--- src/lsu_defines.vh ---
// Constants for the link status upper field encoder: register map, field
// positions, reset values and speed codes.
// Assumes inclusion by bare name from every design file of the block.
`ifndef LSU_DEFINES_VH
`define LSU_DEFINES_VH

// Register byte offsets on the AHB-Lite slave
`define LSU_OFS_CTRL      8'h00
`define LSU_OFS_SNAP_CMD  8'h04
`define LSU_OFS_LIVE      8'h08
`define LSU_OFS_SNAP      8'h0C
`define LSU_OFS_RAW       8'h10
`define LSU_OFS_COUNT     8'h14

// Control register fields and reset value
`define LSU_CTRL_REV_LO   0
`define LSU_CTRL_REV_HI   1
`define LSU_CTRL_MOD_EN   2
`define LSU_CTRL_XSPD_EN  3
`define LSU_CTRL_AUTO     4
`define LSU_CTRL_W        5
`define LSU_CTRL_RST      5'h1E

// Protocol revision codes held in the control register
`define LSU_REV_1_0       2'h0
`define LSU_REV_1_1       2'h1
`define LSU_REV_1_2       2'h2

// Link status word bit positions
`define LSU_B_TEN_HALF    15
`define LSU_B_TX_PAUSE    16
`define LSU_B_RX_PAUSE    17
`define LSU_B_PPAUSE_LO   18
`define LSU_B_PPAUSE_HI   19
`define LSU_B_SERDES      20
`define LSU_B_VEND_VALID  21
`define LSU_B_MOD_LO      22
`define LSU_B_MOD_HI      23
`define LSU_B_XSPD_LO     24
`define LSU_B_XSPD_HI     31

// Field encodings
`define LSU_MOD_NONE      2'h0
`define LSU_MOD_NRZ       2'h1
`define LSU_MOD_PAM4      2'h2
`define LSU_XSPD_NONE     8'h00
`define LSU_XSPD_FIRST    8'h01
`define LSU_XSPD_1G_NONT  8'h10
`define LSU_XSPD_200G     8'h11
`define LSU_XSPD_400G     8'h12
`define LSU_XSPD_LAST     8'h13

// AHB-Lite encodings
`define LSU_HTRANS_NONSEQ 2'h2
`define LSU_HSIZE_WORD    3'h2

`endif

--- src/lsu_encoder.v ---
// Combinational encoder of link status word bits 31..15.
// Assumes its inputs are already synchronous to the caller's clock.
`default_nettype none
`include "lsu_defines.vh"

module lsu_encoder (
  input  wire        is_ethernet,
  input  wire        serializer_direct_attach_flag,
  input  wire        an_enable,
  input  wire        an_complete,
  input  wire        partner_ten_meg_half_cap,
  input  wire        tx_pause_en,
  input  wire        rx_pause_en,
  input  wire        partner_pause_sym,
  input  wire        partner_pause_asym,
  input  wire        vendor_speed_valid,
  input  wire [1:0]  mod_sel,
  input  wire [7:0]  resolved_speed,
  input  wire [1:0]  rev,
  input  wire        mod_en,
  input  wire        xspd_en,
  output reg  [31:0] word
);

  wire       an_good;
  wire       spd_ok;
  reg  [1:0] mod_fld;
  reg  [7:0] xspd_fld;

  // Partner abilities only mean something after a completed negotiation
  assign an_good = is_ethernet & ~serializer_direct_attach_flag & an_enable & an_complete;
  // Only codes 0x01..0x13 are legal; twisted-pair codes start at 0x01
  assign spd_ok  = (resolved_speed >= `LSU_XSPD_FIRST) &&
                   (resolved_speed <= `LSU_XSPD_LAST);

  always @* begin
    mod_fld = `LSU_MOD_NONE;
    if (is_ethernet && mod_en && rev == `LSU_REV_1_2 &&
        (mod_sel == `LSU_MOD_NRZ || mod_sel == `LSU_MOD_PAM4)) begin
      mod_fld = mod_sel;
    end
  end

  always @* begin
    xspd_fld = `LSU_XSPD_NONE;
    // Revision 1.0 leaves the field reserved, so it stays zero
    if (xspd_en && rev != `LSU_REV_1_0 && an_complete &&
        !serializer_direct_attach_flag && spd_ok) begin
      xspd_fld = resolved_speed;
    end
  end

  always @* begin
    word = 32'h0000_0000;
    word[`LSU_B_TEN_HALF]   = an_good & partner_ten_meg_half_cap;
    word[`LSU_B_TX_PAUSE]   = is_ethernet & tx_pause_en;
    word[`LSU_B_RX_PAUSE]   = is_ethernet & rx_pause_en;
    word[`LSU_B_PPAUSE_LO]  = an_good & partner_pause_sym;
    word[`LSU_B_PPAUSE_HI]  = an_good & partner_pause_asym;
    word[`LSU_B_SERDES]     = serializer_direct_attach_flag;
    word[`LSU_B_VEND_VALID] = vendor_speed_valid;
    word[`LSU_B_MOD_HI:`LSU_B_MOD_LO]   = mod_fld;
    word[`LSU_B_XSPD_HI:`LSU_B_XSPD_LO] = xspd_fld;
  end

endmodule
`default_nettype wire

--- src/lsu_top.v ---
// Link status upper field encoder with an AHB-Lite register slave.
// Assumes link-state inputs synchronous to clk and a single AHB-Lite master.
`default_nettype none
`include "lsu_defines.vh"

// Notes on behaviour
// - Bit 15 is set when the partner advertised 10 Mb half-duplex ability.
// - The 10 Mb half-duplex bit only counts on Ethernet, no serializer, negotiation on and done.
// - Bit 16 shows pause transmit enable, and is 0 when disabled or not Ethernet.
// - Bit 17 shows pause receive enable, and is 0 when disabled or not Ethernet.
// - Bits 19..18 carry partner pause ability, only after completed negotiation without serializer.
// - Bit 20 is 1 when the serializer is a direct-attach interface.
// - Bit 21 is 1 only while vendor link settings are valid.
// - Bits 23..22 give 01 for NRZ and 10 for PAM-4 on Ethernet, otherwise 00.
// - The modulation field is offered only at revision 1.2 and is reserved below it.
// - The extended speed code is optional at 1.1 and 1.2 and reserved at 1.0.
// - The speed code is zero without completed negotiation, with the serializer, or with no match.
// - Twisted-pair speed codes start at 0x01 for 10 Mb half-duplex and ascend.
// - Non-twisted-pair speeds use 0x10, 0x11, 0x12, 0x13 and the other listed codes.
// - Codes 0x14 to 0xFF are never emitted.
module lsu_top (
  input  wire        clk,
  input  wire        arst_n,
  // AHB-Lite slave
  input  wire        hsel,
  input  wire [31:0] haddr,
  input  wire [1:0]  htrans,
  input  wire        hwrite,
  input  wire [2:0]  hsize,
  input  wire [31:0] hwdata,
  input  wire        hready,
  output wire        hreadyout,
  output wire        hresp,
  output reg  [31:0] hrdata,
  // Link state from PHY and MAC
  input  wire        is_ethernet,
  input  wire        serializer_direct_attach_flag,
  input  wire        an_enable,
  input  wire        an_complete,
  input  wire        partner_ten_meg_half_cap,
  input  wire        tx_pause_en,
  input  wire        rx_pause_en,
  input  wire        partner_pause_sym,
  input  wire        partner_pause_asym,
  input  wire        vendor_speed_valid,
  input  wire [1:0]  mod_sel,
  input  wire [7:0]  resolved_speed,
  // Response builder side
  input  wire        rsp_req,
  output reg  [31:0] rsp_word,
  output reg         rsp_valid
);

  localparam [1:0] ST_IDLE = 2'h0;
  localparam [1:0] ST_WR   = 2'h1;
  localparam [1:0] ST_RD1  = 2'h2;
  localparam [1:0] ST_RD2  = 2'h3;

  reg  [1:0]              st_r;
  reg  [1:0]              st_nxt;
  reg  [7:0]              addr_r;
  reg                     word_ok_r;
  reg  [`LSU_CTRL_W-1:0]  ctrl_r;
  reg  [31:0]             live_r;
  reg  [31:0]             snap_r;
  reg  [15:0]             count_r;
  reg  [31:0]             rd_mux;
  wire [31:0]             enc_word;
  wire                    acc;
  wire                    wr_commit;
  wire                    sw_snap;
  wire                    hw_snap;
  wire                    take_snap;
  wire [15:0]             raw_bits;

  lsu_encoder u_enc (
    .is_ethernet                   (is_ethernet),
    .serializer_direct_attach_flag (serializer_direct_attach_flag),
    .an_enable                     (an_enable),
    .an_complete                   (an_complete),
    .partner_ten_meg_half_cap      (partner_ten_meg_half_cap),
    .tx_pause_en                   (tx_pause_en),
    .rx_pause_en                   (rx_pause_en),
    .partner_pause_sym             (partner_pause_sym),
    .partner_pause_asym            (partner_pause_asym),
    .vendor_speed_valid            (vendor_speed_valid),
    .mod_sel                       (mod_sel),
    .resolved_speed                (resolved_speed),
    .rev                           (ctrl_r[`LSU_CTRL_REV_HI:`LSU_CTRL_REV_LO]),
    .mod_en                        (ctrl_r[`LSU_CTRL_MOD_EN]),
    .xspd_en                       (ctrl_r[`LSU_CTRL_XSPD_EN]),
    .word                          (enc_word)
  );

  // Address phase is taken when the bus is ready and a NONSEQ targets us
  assign acc       = hsel & hready & (htrans == `LSU_HTRANS_NONSEQ);
  // Reads cost one wait state so a read right after a write sees new data
  assign hreadyout = (st_r != ST_RD1);
  assign hresp     = 1'b0;
  assign wr_commit = (st_r == ST_WR) & word_ok_r;

  always @* begin
    st_nxt = st_r;
    case (st_r)
      ST_IDLE, ST_WR, ST_RD2: begin
        if (acc) begin
          st_nxt = hwrite ? ST_WR : ST_RD1;
        end else begin
          st_nxt = ST_IDLE;
        end
      end
      ST_RD1: begin
        st_nxt = ST_RD2;
      end
      default: begin
        st_nxt = ST_IDLE;
      end
    endcase
  end

  always @(posedge clk or negedge arst_n) begin
    if (!arst_n) begin
      st_r      <= ST_IDLE;
      addr_r    <= 8'h00;
      word_ok_r <= 1'b0;
    end else begin
      st_r <= st_nxt;
      if (acc) begin
        addr_r    <= haddr[7:0];
        // Sub-word writes are ignored; the block only holds whole words
        word_ok_r <= (hsize == `LSU_HSIZE_WORD) && (haddr[1:0] == 2'b00);
      end
    end
  end

  // Control register
  always @(posedge clk or negedge arst_n) begin
    if (!arst_n) begin
      ctrl_r <= `LSU_CTRL_RST;
    end else if (wr_commit && addr_r == `LSU_OFS_CTRL) begin
      ctrl_r <= hwdata[`LSU_CTRL_W-1:0];
    end
  end

  // Snapshot on a response request or a software command
  assign sw_snap   = wr_commit && (addr_r == `LSU_OFS_SNAP_CMD) && hwdata[0];
  assign hw_snap   = rsp_req & ctrl_r[`LSU_CTRL_AUTO];
  assign take_snap = sw_snap | hw_snap;

  always @(posedge clk or negedge arst_n) begin
    if (!arst_n) begin
      live_r    <= 32'h0000_0000;
      snap_r    <= 32'h0000_0000;
      count_r   <= 16'h0000;
      rsp_word  <= 32'h0000_0000;
      rsp_valid <= 1'b0;
    end else begin
      live_r    <= enc_word;
      rsp_valid <= hw_snap;
      if (take_snap) begin
        // Encoder output of this very cycle, not a stale copy
        snap_r  <= enc_word;
        count_r <= count_r + 16'h0001;
      end
      if (hw_snap) begin
        rsp_word <= enc_word;
      end
    end
  end

  assign raw_bits = {2'b00, resolved_speed[3:0], mod_sel, vendor_speed_valid,
                     partner_pause_asym, partner_pause_sym, rx_pause_en,
                     tx_pause_en, partner_ten_meg_half_cap, an_complete,
                     an_enable};

  always @* begin
    case (addr_r)
      `LSU_OFS_CTRL:  rd_mux = {{(32-`LSU_CTRL_W){1'b0}}, ctrl_r};
      `LSU_OFS_LIVE:  rd_mux = live_r;
      `LSU_OFS_SNAP:  rd_mux = snap_r;
      `LSU_OFS_RAW:   rd_mux = {resolved_speed, 6'h00, serializer_direct_attach_flag,
                                is_ethernet, raw_bits};
      `LSU_OFS_COUNT: rd_mux = {16'h0000, count_r};
      default:        rd_mux = 32'h0000_0000;
    endcase
  end

  always @(posedge clk or negedge arst_n) begin
    if (!arst_n) begin
      hrdata <= 32'h0000_0000;
    end else if (st_r == ST_RD1) begin
      hrdata <= rd_mux;
    end
  end

endmodule
`default_nettype wire

--- config.mk ---
export PLATFORM = sky130hd
export DESIGN_NAME = lsu_top
export DESIGN_NICKNAME = d
export VERILOG_FILES = /design/src/lsu_encoder.v /design/src/lsu_top.v
export VERILOG_INCLUDE_DIRS = /design/src
export SDC_FILE = /design/constraint.sdc
export NUM_CORES = 1
export LEC_CHECK = 0
export BUFFER_PORTS_ARGS = -buffer_cell sky130_fd_sc_hd__buf_2
export CELL_PAD_IN_SITES_DETAIL_PLACEMENT = 0
export CELL_PAD_IN_SITES_GLOBAL_PLACEMENT = 1
export CORE_UTILIZATION = 44
export CTS_CLUSTER_DIAMETER = 60
export DETAILED_ROUTE_END_ITERATION = 16
export PLACE_DENSITY_LB_ADDON = 0.1
export REMOVE_ABC_BUFFERS = 1
export SLEW_MARGIN = 25
export SYNTH_ARGS = -nofsm -noshare
export SYNTH_HDL_FRONTEND = slang
export SYNTH_HIERARCHICAL = 1
export SYNTH_SLANG_ARGS = --single-unit
--- constraint.sdc ---
create_clock -name clk -period 1.9 [get_ports clk]
set_input_delay 0.19 -clock clk [delete_from_list [all_inputs] [get_ports clk]]
set_output_delay 0.19 -clock clk [all_outputs]
set_load 0.01 [all_outputs]
==> impl_results.md <==
* Crit. End Element: flip-flop
* Number of nets still failing antenna checks after routing at 0
* Net Sw Power at approximately 0.0025 W
* Buffers added on ports at 109
* TritonCTS clock tree: built
* Die footprint at between 0.015 and 0.02 mm2
* Cell taking the most area after synthesis: dfrtp_1
* Final WL at 15.2 mm
* Fillers at roughly 1,300
* Vias/cell at just over 5
* Most used flip-flop cell after synthesis: dfrtp_1
* Clock slew seen by the registers of the worst setup and hold paths at roughly 0.060 ns
* CP startpoint kind: flip-flop
* Synth cell count leaders: 157 x dfrtp_1, 92 x mux2_2, 39 x nand2_1, 32 x mux2i_1, 24 x nor2_1
* Final Max Tran Viols at 0
* DRC at 0
* Setup TNS at 0 ns
* Largest net degree at the start of global routing at 57
* H-tree Lvls at 4
* Clock share of power at 0.399
* Synth unique cells at 44
* Ant. Diodes at 0
* Top-count cell post-synth: dfrtp_1
* VDD IR max at 0.000705 V
* Clock Latency Late Sink at around 0.42 ns
* RSZ-0062 raised after global routing: false
* Placer congestion estimate at 0.748
* CP Max Fanout at 20
* Mapped Area at between 0.007 and 0.008 mm2
* Core Area at roughly 0.015 mm2
* Initial core utilization at 0.456
* Comb power frac at 0.176
* Drt wl/cell at between 15 and 20 um
* Synth top area cells: dfrtp_1 56%, mux2_2 15%, mux2i_1 4.6%
* Drt pass-1 iters at 5
* Chip Height at 128 um
* Int Power at ~0.007 W
* Fin crit period at 1.80 ns
* Slowest CP cell: dfrtp_1
* Largest delay share family, worst path: simple AND/OR/NAND/NOR gates
* Clock root buffer: clkbuf_16
* Synthesis-stage register bit count at around 160
* Slew headroom at 0.615
* Total track usage at 0.199
* Vias at 4,587
* Layout Nets at 783
* Gate Count Post-Synth at ~550
* Status: finished clean
* Worst Path Buf+Inv at 1
* CP peak stage delay at between 0.4 and 0.5 ns
* HPWL reported at the end of detailed placement at about 10 mm
* Post-CTS Setup Bufs at 0
* Design area at about 0.0086 mm2
* Worst-margin pin slew at 0.577 ns
* Area growth syn-to-layout at 23.5%
* Initial antenna violation count at 0
* Hold Vio Cnt, Final at 0
* CP Data Arrival Time at 2.14 ns
* Most used cell, CP: nor4b_4
* Chip Width at around 130 um
* CP Cell Sequence: nor4b_4, a41oi_4, buf_12, nor4b_4, xor2_1
* Crit share post-route at 0.948
* CTS buffer count at 17
* CTS max path bufs at 2
* Fin util at 0.563
* Total power draw at approximately 0.0096 W
* I/O pins at between 150 and 200
* Async SR Flop Fraction at 1.00
* Final setup fails at 0
* Clock Skew at between 0.006 and 0.007 ns
* Power Density at 1110 mW/mm2
* WP data required at between 2 and 2.5 ns
* Register area share after synthesis at 0.576
* Synth top area share at 0.561
* Synthesized area per cell at 12.6 um2
* Ys Warns at 6
* # Max-Cap Violations at 0
* Switching Share at 0.263
* Placed inst area at 0.00783 mm2
* Worst setup path category: reg2reg
* Worst Hold Class: in2reg
* 1st-iter DRT viols at 201
* First-pass GRT wire length at roughly 25 mm
* Vias in the first global route at 4,616
* Sequential power share at 0.424
* Layout cell share with drive strength beyond 1 at 0.387
* Post-synth EDFFs at 0
* Num rows at 45
* Grt ovf at 0
* Clock Sinks at approximately 160
* FMAX at roughly 550 MHz
* LEAKAGE at ~4.1 nW
## power groups by stage
stage | clock network [W] | logic [W] | registers, W
2_1_floorplan | 0 | 0.000832 | 0.00424
3_3_place_gp | 0 | 0.00165 | 0.00411
3_5_place_dp | 0 | 0.00167 | 0.00413
4_1_cts | 0.00391 | 0.00170 | 0.00407
5_1_grt | 0.00405 | 0.00186 | 0.00413
6_report | 0.00383 | 0.00169 | 0.00407
## worst reg2reg max path: stages (launching register included)
cell	delay, ns
dfrtp_1	0.48
nor4b_4	0.39
a41oi_4	0.19
buf_12	0.20
nor4b_4	0.30
xor2_1	0.17
## layout make-up
cell class                      count  area [um2]  area share
Sequential cell                   161        4040       0.467
Clock buffer                       22         454      0.0525
Clock inverter                     10         206      0.0239
Timing Repair Buffer              148         945       0.109
Tap cell                          211         264      0.0305
Inverter                            3        11.3     0.00130
Multi-Input combinational cell    356        2730       0.316
## metal layers
layer  GRT usage  wire, um  up-vias
met5           0         0        -
met4      0.0727       250        0
met3      0.0422       588       20
met2       0.315      7160      111
met1       0.272      7160     2276
li1            -         -     2180
## sequential cells by signal, summed over array words and instances (netlist names)
signal	count
addr_r	8
count_r	16
ctrl_r	5
hrdata	32
live_r	32
rsp_valid	1
rsp_word	32
snap_r	32
st_r	2
word_ok_r	1
## cells by family (layout without fill, tap and decap cells)
kind of cell,after synthesis,count (layout),synth area share
DFF,161,161,0.576
other,2,19,0.00107
adders and majority gates,1,1,0.00179
buffers and inverters,54,183,0.0463
muxes,124,124,0.194
AOI/OAI and AO/OA,70,70,0.0565
and+or+nand+nor,127,127,0.106
xor gates and xnor gates,15,15,0.0188
## stage by stage
stage | setup WS (ns) | hold WS (ns) | instances
finish | 0.0980 | 0.0205 | 911
global route | 0.0116 | 0.00605 | 911
CTS | 0.0665 | 0.000572 | 911
detailed placement | 0.0892 | 0.209 | 864
global placement | 0.128 | 0.197 | 864
floorplan | -2.42 | -0.106 | 520
## layout by cell type, fill, tap and decap left out, types with 4 or more instances in the layout
cell type      netlist  final
a21oi_1             17     17
buf_12               0      5
nand2_1             39     39
nor2_1              24     24
nand4b_1             8      8
dlygate4sd3_1        0     15
dfstp_2              4      4
a22oi_1              5      5
buf_4               21     19
clkbuf_16            0     17
buf_2               10    108
a31oi_1              9      9
xnor2_1              8      8
nor3b_1              7      7
nor3_1              14     14
conb_1               2     19
mux2i_1             32     32
dfrtp_1            157    156
bufinv_16            0      6
and2_1               7      6
o21ai_0             21     21
clkbuf_1            14      4
nand3_1              7      7
o21ai_1             10     10
xor2_1               7      7
mux2_2              92     92
o22ai_1              5      5
## repair_timing
action,CTS,global route
hold buffers,15,0
endpoints found under the setup margin,0,5
endpoints found under the hold margin,62,0
resized for setup,0,1
## final timing paths
kind,startpoint,end,slack [ns],cells past startpoint
min in group asynchronous,arst_n,hrdata[19]$_DFFE_PN0P_,0.33,2
max in group asynchronous,arst_n,rsp_word[5]$_DFFE_PN0P_,0.92,3
min,haddr[4],addr_r[4]$_DFFE_PN0N_,0.02,2
max reg2reg,addr_r[1]$_DFFE_PN0N_,count_r[9]$_DFFE_PN0P_,0.1,5
min reg2reg,count_r[15]$_DFFE_PN0P_,count_r[15]$_DFFE_PN0P_,0.47,1
max,addr_r[1]$_DFFE_PN0N_,count_r[9]$_DFFE_PN0P_,0.1,5
Note: power is estimated with default switching activity, not from simulation.
